--- config.mk ---
export PLATFORM = sky130hd
export DESIGN_NAME = pnfc_host
export DESIGN_NICKNAME = d
export VERILOG_FILES = /design/src/rtl/pnfc_bus_cycle.v /design/src/rtl/pnfc_host.v
export VERILOG_INCLUDE_DIRS = /design/src /design/src/inc
export SDC_FILE = /design/constraint.sdc
export NUM_CORES = 1
export LEC_CHECK = 0
export ABC_CLOCK_PERIOD_IN_PS = 8450
export BUFFER_PORTS_ARGS = -buffer_cell sky130_fd_sc_hd__buf_2
export CAP_MARGIN = 30
export CORE_MARGIN = 4
export CORE_UTILIZATION = 45
export DETAILED_ROUTE_END_ITERATION = 7
export GPL_TIMING_DRIVEN = 0
export PLACE_DENSITY = 0.71
export SLEW_MARGIN = 5
export SYNTH_ARGS = -nofsm -noshare
export SYNTH_HDL_FRONTEND = slang
export SYNTH_SLANG_ARGS = --single-unit
--- constraint.sdc ---
create_clock -name clock_in -period 8.45 [get_ports clock_in]
set_input_delay 0.4225 -clock clock_in [delete_from_list [all_inputs] [get_ports clock_in]]
set_output_delay 0.4225 -clock clock_in [all_outputs]
set_load 0.01 [all_outputs]
--- src/inc/pnfc_defs.vh ---
// Command codes, addresses and timing counts for the flash host controller
`ifndef PNFC_DEFS_VH
`define PNFC_DEFS_VH

// Command words
`define PNFC_UNLOCK_ADDR_A   19'h05555
`define PNFC_UNLOCK_ADDR_B   19'h02AAA
`define PNFC_UNLOCK_DATA_A   16'h00AA
`define PNFC_UNLOCK_DATA_B   16'h0055
`define PNFC_CMD_PROGRAM     16'h00A0
`define PNFC_CMD_ERASE_SETUP 16'h0080
`define PNFC_CMD_SECTOR      16'h0030
`define PNFC_CMD_BLOCK       16'h0050
`define PNFC_CMD_CHIP        16'h0010

// Operation codes at the command port
`define PNFC_OP_READ    3'h0
`define PNFC_OP_PROGRAM 3'h1
`define PNFC_OP_SECTOR  3'h2
`define PNFC_OP_BLOCK   3'h3
`define PNFC_OP_CHIP    3'h4

// Status bit positions
`define PNFC_POLL_BIT   7
`define PNFC_TOGGLE_BIT 6

// Sector and block address fields
`define PNFC_SECTOR_LSB 11
`define PNFC_BLOCK_LSB  15

// Clock period and pin phase length in ns
`define PNFC_CLK_PERIOD_NS 4
`define PNFC_PHASE_NS      60
`define PNFC_PHASE_CYC \
  ((`PNFC_PHASE_NS + `PNFC_CLK_PERIOD_NS - 1) / `PNFC_CLK_PERIOD_NS)

// Guaranteed program time and erase timeout in us
`define PNFC_PROG_MAX_US  20
`define PNFC_ERASE_MAX_US 200000
`define PNFC_PROG_MAX_CYC \
  (`PNFC_PROG_MAX_US * 1000 / `PNFC_CLK_PERIOD_NS)
`define PNFC_ERASE_MAX_CYC \
  (`PNFC_ERASE_MAX_US * 1000 / `PNFC_CLK_PERIOD_NS)

`endif

--- src/rtl/pnfc_bus_cycle.v ---
// One asynchronous flash bus cycle, read or write, on the strobe pins
`include "pnfc_defs.vh"

module pnfc_bus_cycle #(
  parameter PHASE = `PNFC_PHASE_CYC
) (
  // Clock and reset
  input  wire        clock_in,
  input  wire        rst_in,
  // Request
  input  wire        start_in,
  input  wire        write_in,
  input  wire [18:0] addr_in,
  input  wire [15:0] wdata_in,
  output wire        busy_out,
  output reg         done_out,
  output reg  [15:0] rdata_out,
  // Flash pins
  output reg  [18:0] addr_pin_out,
  output reg  [15:0] dq_out,
  output reg         dq_oe_n_out,
  input  wire [15:0] dq_in,
  output reg         chip_sel_n_out,
  output reg         out_gate_n_out,
  output reg         write_strobe_n_out
);

  localparam S_IDLE = 2'h0;
  localparam S_SET  = 2'h1;
  localparam S_HOLD = 2'h2;
  localparam S_END  = 2'h3;

  reg [1:0]  state;
  reg [7:0]  cnt;
  reg        is_write;
  reg [15:0] dq_s1;
  reg [15:0] dq_s2;

  assign busy_out = (state != S_IDLE);

  // =======================================
  // Data pin synchroniser
  always @(posedge clock_in) begin
    dq_s1 <= dq_in;
    dq_s2 <= dq_s1;
  end

  // =======================================
  // Cycle sequencer
  always @(posedge clock_in) begin
    if (rst_in) begin
      state              <= S_IDLE;
      cnt                <= 8'h00;
      is_write           <= 1'b0;
      done_out           <= 1'b0;
      rdata_out          <= 16'h0000;
      addr_pin_out       <= 19'h00000;
      dq_out             <= 16'h0000;
      dq_oe_n_out        <= 1'b1;
      chip_sel_n_out     <= 1'b1;
      out_gate_n_out     <= 1'b1;
      write_strobe_n_out <= 1'b1;
    end else begin
      done_out <= 1'b0;
      case (state)
        S_IDLE: begin
          if (start_in) begin
            // Address set up before strobes fall
            addr_pin_out <= addr_in;
            dq_out       <= wdata_in;
            is_write     <= write_in;
            dq_oe_n_out  <= ~write_in;
            cnt          <= PHASE[7:0];
            state        <= S_SET;
          end
        end
        S_SET: begin
          cnt <= cnt - 8'h01;
          if (cnt == 8'h00) begin
            chip_sel_n_out <= 1'b0;
            // Write strobe low with select low
            write_strobe_n_out <= ~is_write;
            // Read gated by select and output gate
            out_gate_n_out <= is_write;
            cnt            <= PHASE[7:0] + PHASE[7:0];
            state          <= S_HOLD;
          end
        end
        S_HOLD: begin
          cnt <= cnt - 8'h01;
          if (cnt == 8'h00) begin
            // Data must be stable at this rising edge
            rdata_out          <= dq_s2;
            chip_sel_n_out     <= 1'b1;
            out_gate_n_out     <= 1'b1;
            write_strobe_n_out <= 1'b1;
            cnt                <= PHASE[7:0];
            state              <= S_END;
          end
        end
        S_END: begin
          cnt <= cnt - 8'h01;
          if (cnt == 8'h00) begin
            dq_oe_n_out <= 1'b1;
            done_out    <= 1'b1;
            state       <= S_IDLE;
          end
        end
        default: state <= S_IDLE;
      endcase
    end
  end

endmodule

--- src/rtl/pnfc_host.v ---
// Host controller that reads, programs and erases a parallel NOR flash
`include "pnfc_defs.vh"

module pnfc_host #(
  parameter ADDR_W    = 19,
  parameter PROG_MAX  = `PNFC_PROG_MAX_CYC,
  parameter ERASE_MAX = `PNFC_ERASE_MAX_CYC
) (
  // Clock and reset
  input  wire              clock_in,
  input  wire              rst_in,
  // Command port
  input  wire              req_valid_in,
  input  wire [2:0]        req_op_in,
  input  wire [ADDR_W-1:0] req_addr_in,
  input  wire [15:0]       req_data_in,
  output wire              req_ready_out,
  output reg               resp_valid_out,
  output reg  [15:0]       resp_data_out,
  output reg               resp_error_out,
  // Flash pins
  output wire [18:0]       flash_addr_out,
  output wire [15:0]       flash_dq_out,
  output wire              flash_dq_oe_n_out,
  input  wire [15:0]       flash_dq_in,
  output wire              flash_chip_sel_n_out,
  output wire              flash_out_gate_n_out,
  output wire              flash_write_strobe_n_out
);

  localparam S_IDLE  = 3'h0;
  localparam S_ISSUE = 3'h1;
  localparam S_WAIT  = 3'h2;
  localparam S_POLL  = 3'h3;
  localparam S_CHECK = 3'h4;
  localparam S_DONE  = 3'h5;

  reg [2:0]        state;
  reg [2:0]        op;
  reg [ADDR_W-1:0] addr;
  reg [15:0]       data;
  reg [2:0]        step;
  reg [2:0]        last_step;
  reg [1:0]        good_reads;
  reg [15:0]       prev_read;
  reg              have_prev;
  reg [31:0]       timer;
  reg              bc_start;
  reg              bc_write;
  reg [18:0]       bc_addr;
  reg [15:0]       bc_wdata;
  wire             bc_busy;
  wire             bc_done;
  wire [15:0]      bc_rdata;
  wire             is_erase;
  wire             poll_ok;
  wire             toggle_ok;
  wire [ADDR_W-1:0] sector_select_address;
  wire [ADDR_W-1:0] block_addr;

  assign req_ready_out = (state == S_IDLE) && !bc_busy;
  assign is_erase      = (op != `PNFC_OP_PROGRAM);
  // Erase addresses are aligned to their field
  assign sector_select_address =
    {addr[ADDR_W-1:`PNFC_SECTOR_LSB], {`PNFC_SECTOR_LSB{1'b0}}};
  assign block_addr =
    {addr[ADDR_W-1:`PNFC_BLOCK_LSB], {`PNFC_BLOCK_LSB{1'b0}}};
  // Polling bit shows true data or one when finished
  assign poll_ok = is_erase ? bc_rdata[`PNFC_POLL_BIT] :
    (bc_rdata[`PNFC_POLL_BIT] == data[`PNFC_POLL_BIT]);
  // Alternating bit has stopped between reads
  assign toggle_ok = have_prev &&
    (bc_rdata[`PNFC_TOGGLE_BIT] == prev_read[`PNFC_TOGGLE_BIT]);

  // =======================================
  // Command cycle table
  // Unlock and command words per step
  always @* begin
    bc_addr  = `PNFC_UNLOCK_ADDR_A;
    bc_wdata = `PNFC_UNLOCK_DATA_A;
    bc_write = 1'b1;
    if (op == `PNFC_OP_READ || state == S_POLL || state == S_CHECK) begin
      // Status polls are reads of the target word
      bc_addr  = addr[18:0];
      bc_write = 1'b0;
    end else begin
      case (step)
        3'h1: begin
          bc_addr  = `PNFC_UNLOCK_ADDR_B;
          bc_wdata = `PNFC_UNLOCK_DATA_B;
        end
        3'h2: begin
          bc_wdata = is_erase ? `PNFC_CMD_ERASE_SETUP : `PNFC_CMD_PROGRAM;
          if (!is_erase) begin
            bc_wdata = `PNFC_CMD_PROGRAM;
          end
        end
        3'h3: begin
          if (!is_erase) begin
            // Single word into an erased sector
            bc_addr  = addr[18:0];
            bc_wdata = data;
          end
        end
        3'h4: begin
          bc_addr  = `PNFC_UNLOCK_ADDR_B;
          bc_wdata = `PNFC_UNLOCK_DATA_B;
        end
        3'h5: begin
          // Final erase cycle
          if (op == `PNFC_OP_SECTOR) begin
            bc_addr  = sector_select_address[18:0];
            bc_wdata = `PNFC_CMD_SECTOR;
          end else if (op == `PNFC_OP_BLOCK) begin
            bc_addr  = block_addr[18:0];
            bc_wdata = `PNFC_CMD_BLOCK;
          end else begin
            bc_wdata = `PNFC_CMD_CHIP;
          end
        end
        default: begin
          bc_write = 1'b1;
        end
      endcase
    end
  end

  // =======================================
  // Operation sequencer
  always @(posedge clock_in) begin
    if (rst_in) begin
      state          <= S_IDLE;
      op             <= `PNFC_OP_READ;
      addr           <= {ADDR_W{1'b0}};
      data           <= 16'h0000;
      step           <= 3'h0;
      last_step      <= 3'h0;
      good_reads     <= 2'h0;
      prev_read      <= 16'h0000;
      have_prev      <= 1'b0;
      timer          <= 32'h00000000;
      bc_start       <= 1'b0;
      resp_valid_out <= 1'b0;
      resp_data_out  <= 16'h0000;
      resp_error_out <= 1'b0;
    end else begin
      bc_start       <= 1'b0;
      resp_valid_out <= 1'b0;
      case (state)
        S_IDLE: begin
          if (req_valid_in) begin
            op         <= req_op_in;
            addr       <= req_addr_in;
            data       <= req_data_in;
            step       <= 3'h0;
            have_prev  <= 1'b0;
            good_reads <= 2'h0;
            timer      <= 32'h00000000;
            // Four cycles for program, six for erase
            last_step  <= (req_op_in == `PNFC_OP_PROGRAM) ? 3'h3 :
                          (req_op_in == `PNFC_OP_READ) ? 3'h0 : 3'h5;
            bc_start   <= 1'b1;
            state      <= S_ISSUE;
          end
        end
        S_ISSUE: begin
          if (bc_done) begin
            if (op == `PNFC_OP_READ) begin
              resp_data_out  <= bc_rdata;
              resp_error_out <= 1'b0;
              state          <= S_DONE;
            end else if (step == last_step) begin
              // No further command until status shows done
              bc_start <= 1'b1;
              state    <= S_POLL;
            end else begin
              step     <= step + 3'h1;
              bc_start <= 1'b1;
            end
          end
        end
        S_POLL: begin
          timer <= timer + 32'h00000001;
          if (bc_done) begin
            prev_read <= bc_rdata;
            have_prev <= 1'b1;
            if (poll_ok && toggle_ok) begin
              // Apparent completion is confirmed by rereads
              good_reads <= good_reads + 2'h1;
              if (good_reads == 2'h2) begin
                resp_data_out  <= bc_rdata;
                resp_error_out <= 1'b0;
                state          <= S_DONE;
              end else begin
                bc_start <= 1'b1;
              end
            end else begin
              good_reads <= 2'h0;
              state      <= S_CHECK;
            end
          end
        end
        S_CHECK: begin
          timer <= timer + 32'h00000001;
          // Bounded wait on a fixed-length operation
          if (timer >= (is_erase ? ERASE_MAX : PROG_MAX)) begin
            resp_data_out  <= prev_read;
            resp_error_out <= 1'b1;
            state          <= S_DONE;
          end else begin
            bc_start <= 1'b1;
            state    <= S_POLL;
          end
        end
        S_DONE: begin
          // Device back in read mode unless the wait timed out, ready for next command
          resp_valid_out <= 1'b1;
          state          <= S_IDLE;
        end
        default: state <= S_IDLE;
      endcase
    end
  end

  // =======================================
  // Pin cycle engine
  pnfc_bus_cycle u_cycle (
    .clock_in           (clock_in),
    .rst_in             (rst_in),
    .start_in           (bc_start),
    .write_in           (bc_write),
    .addr_in            (bc_addr),
    .wdata_in           (bc_wdata),
    .busy_out           (bc_busy),
    .done_out           (bc_done),
    .rdata_out          (bc_rdata),
    .addr_pin_out       (flash_addr_out),
    .dq_out             (flash_dq_out),
    .dq_oe_n_out        (flash_dq_oe_n_out),
    .dq_in              (flash_dq_in),
    .chip_sel_n_out     (flash_chip_sel_n_out),
    .out_gate_n_out     (flash_out_gate_n_out),
    .write_strobe_n_out (flash_write_strobe_n_out)
  );

endmodule

==> impl_results.md <==
- Commonest cells after routing, fill and taps aside: 217 x nand2_1, 216 x dfxtp_1, 136 x a21oi_1, 116 x buf_2, 97 x nor2_1
- All-Layer GR Usage: 21.5%
- Htree depth: 1
- Fillers: 1,796
- Reg-to-reg critical path startpoint: op[0]
- Starting Density: 45.9%
- Unique masters post-synth: 72
- Kind of critical path: register to register
- Hold Path End: u_cycle.dq_s1[8]
- Relative slew slack: 39.5%
- Async SR Flop Fraction: 0%
- Multi-input logic area: 4310 sq um
- Largest delay share family, worst path: compound AO/OA/AOI/OAI gates
- Max Fanout on Critical Path: 10
- Setup repair bufs after CTS: 0
- Final period util: 40.8%
- Hold crit path type: input port to register
- Antenna-violating nets left: 0
- Post-synth EDFFs: 0
- Unrepaired setup endpoints after global routing: false
- CP max-delay cell: nor3b_4
- Initial antenna violation count: 0
- Hold wc startpoint: flash_dq_in[8]
- Core Util, Final: 55.6%
- Worst endpoint data arrival time: 3.86 ns
- Fmax: 0.290 GHz
- Synth Flop Type: dfxtp_1
- Combinational share of power: 22.8%
- Top cell type's share of synthesized area: 48.2%
- Slew @ Worst Pin: 0.900 ns
- Hold path cells: 1
- Clk network pwr share: 37.8%
- Drt via density: 5.33
- Final hold slack: 0.00933 ns
- Die Wd: 149 um
- Worst Path Required: 8.86 ns
- Core area: 19,500 sq um
- Commonest non-fill, non-tap cell in the layout: nand2_1
- Power Internal: 2.08 mW
- Synth warn: 0
- Reg power frac: 39.4%
- Max cap viols: 0
- CP bufs+invs: 2
- Die H: 149 um
- Cell area after synthesis: 8960 sq um
- Worst setup SP type: register
- Initial DRT Pass Iterations: 5
- Fraction of layout cells with a size suffix above 1: 16.4%
- R2r setup slk: 5.00 ns
- Clock skew: 0.0167 ns
- Status: complete, no violations
- Slowest stage delay, CP: 0.53 ns
- I/O Pins: 115
- Gr ovfl total: 0
- CTS buffer count: 23
- Clock Latency Late Sink: 0.52 ns
- Syn_area_per_cell: 8.46 sq um
- Sink Count: 216
- Switching share of total power: 31.1%
- Final setup vio count: 0
- Post-Synthesis Cells: 1,060
- Total power: 3.01 mW
- R2R depth: 9
- CTS clk-pin slew, worst paths: 0.06 ns
- Final Max Tran Viols: 0
- Storage cell area: 4320 sq um
- Final #Nets: 1,284
- First-pass GRT wire length: 39,200 um
- TritonCTS clock tree: built
- Drt drc: 0
- Crit-path cells: nor3b_4 > inv_2 > ha_1 > a2111o_1 > o211ai_1 > a21oi_1 > o31ai_4 > buf_12 > mux2_4
- RePlAce Congestion: 0.897
- Rows: 51
- Vias in the first global route: 7,563
- Power Density: 278 nW/um^2
- CTS resizes: 0
- Port Buf Inserts: 113
- Largest net degree at the start of global routing: 15
- Final hold vios: 0
- CTS max path bufs: 3
- Detailed Place HPWL: 17,300 um
- Vias: 7,959
- Root buffer cell: clkbuf_16
- TNS Setup: 0 ns
- DRT iter0 DRCs: 560
- Tmin final: 3.45 ns
- Max VDD drop: 0.162 mV
- Drt wl/cell: 16.2 um
- Static leakage: 4.18 nW
- DRT Wirelength: 24,200 um
- Seq/Total Area, Yosys: 48.2%
- Layout area overhead: 21.0%
- Area contributors post-synth: dfxtp_1 48%, nand2_1 9.1%, a21oi_1 7.6%
- Die area: 22,200 sq um
- Crit. End Element: register
- Biggest area consumer among synthesized cells: dfxtp_1
- Sw Pwr: 937 uW
- Worst setup startpoint: op[0]
- Reg-to-Reg End: resp_data_out[10]
- N_diodes: 0
- Net count after synthesis: 1,134
- Number of synthesized register bits: 216
## cell usage after synthesis (15+ instances only)
cell type and number:
nand3_1 25, nor2_1 97, inv_1 17, a22oi_1 15, mux2_2 15, nor3_1 22, o21ai_0 28, nand2_1 217
a21oi_1 136, ha_1 17, dfxtp_1 216, clkbuf_1 51, nor2b_1 25
## metal layers
metal,track usage [%],routed length [um],share of wire (%)
met2,35.3,11200,46
met3,4.19,1620,6.7
met5,0,0,0
met1,28.8,10800,45
met4,6.77,623,2.6
## stage by stage
step	area (sq um)	setup slack, ns	cells
global route	10800	4.80	1492
global placement	9860	5.07	1438
detailed placement	9860	5.03	1439
floorplan	8960	5.63	1060
CTS	10800	5.01	1491
finish	10800	5.00	1492
## state kept, by name, indices dropped and copies added, names as in the netlist, 8 cells and up
| register | flops |
|---|---|
| timer | 32 |
| addr | 19 |
| u_cycle.addr_pin_out | 19 |
| data | 16 |
| prev_read | 16 |
| resp_data_out | 16 |
| u_cycle.dq_out | 16 |
| u_cycle.dq_s1 | 16 |
| u_cycle.dq_s2 | 16 |
| u_cycle.rdata_out | 16 |
| u_cycle.cnt | 8 |
## power by group through the flow
| stage | Combinational [mW] | Sequential [mW] | Clock (mW) |
|---|---|---|---|
| 6_report | 0.688 | 1.19 | 1.14 |
| 5_1_grt | 0.770 | 1.20 | 1.20 |
| 4_1_cts | 0.686 | 1.19 | 1.15 |
| 3_5_place_dp | 0.679 | 1.21 | 0 |
| 3_3_place_gp | 0.666 | 1.21 | 0 |
| 2_1_floorplan | 0.475 | 1.20 | 0 |
## area by class of cell
cell class	instances	area share, %
buffer	60	2.39
clock buffer	29	5.88
clock inverter	13	2.17
inverter	18	0.623
multi-input combinational	766	39.7
sequential	216	39.9
tap	265	3.06
timing repair buffer	125	6.27
## cells by family (layout without fill, tap and decap cells)
logic type               after synthesis  in the layout  synth area share, %
adder cells (fa/ha/maj)               17             17                 2.37
AO/OA/AOI/OAI                        259            259                 18.1
buffers and inverters                 78            245                 3.64
multiplexers                          28             28                 3.89
AND/OR/NAND/NOR                      452            452                 22.8
flip-flops                           216            216                 48.2
XOR/XNOR                              10             10                0.977
## how the worst max path moves through the flow
stage / depth (start not counted) / slack, ns / to
floorplan: 9 / 5.63 / resp_data_out[0]
global placement: 9 / 5.07 / resp_data_out[13]
detailed placement: 9 / 5.03 / resp_data_out[10]
CTS: 9 / 5.01 / resp_data_out[10]
global route: 9 / 4.80 / resp_data_out[10]
finish: 9 / 5.00 / resp_data_out[10]
## timing repair
item,4_1_cts,5_1_grt
endpoints found under the hold margin,10,1
hold buffers,10,1
setup endpoints to repair,0,0
No activity file was read; power rests on OpenSTA's default activity.
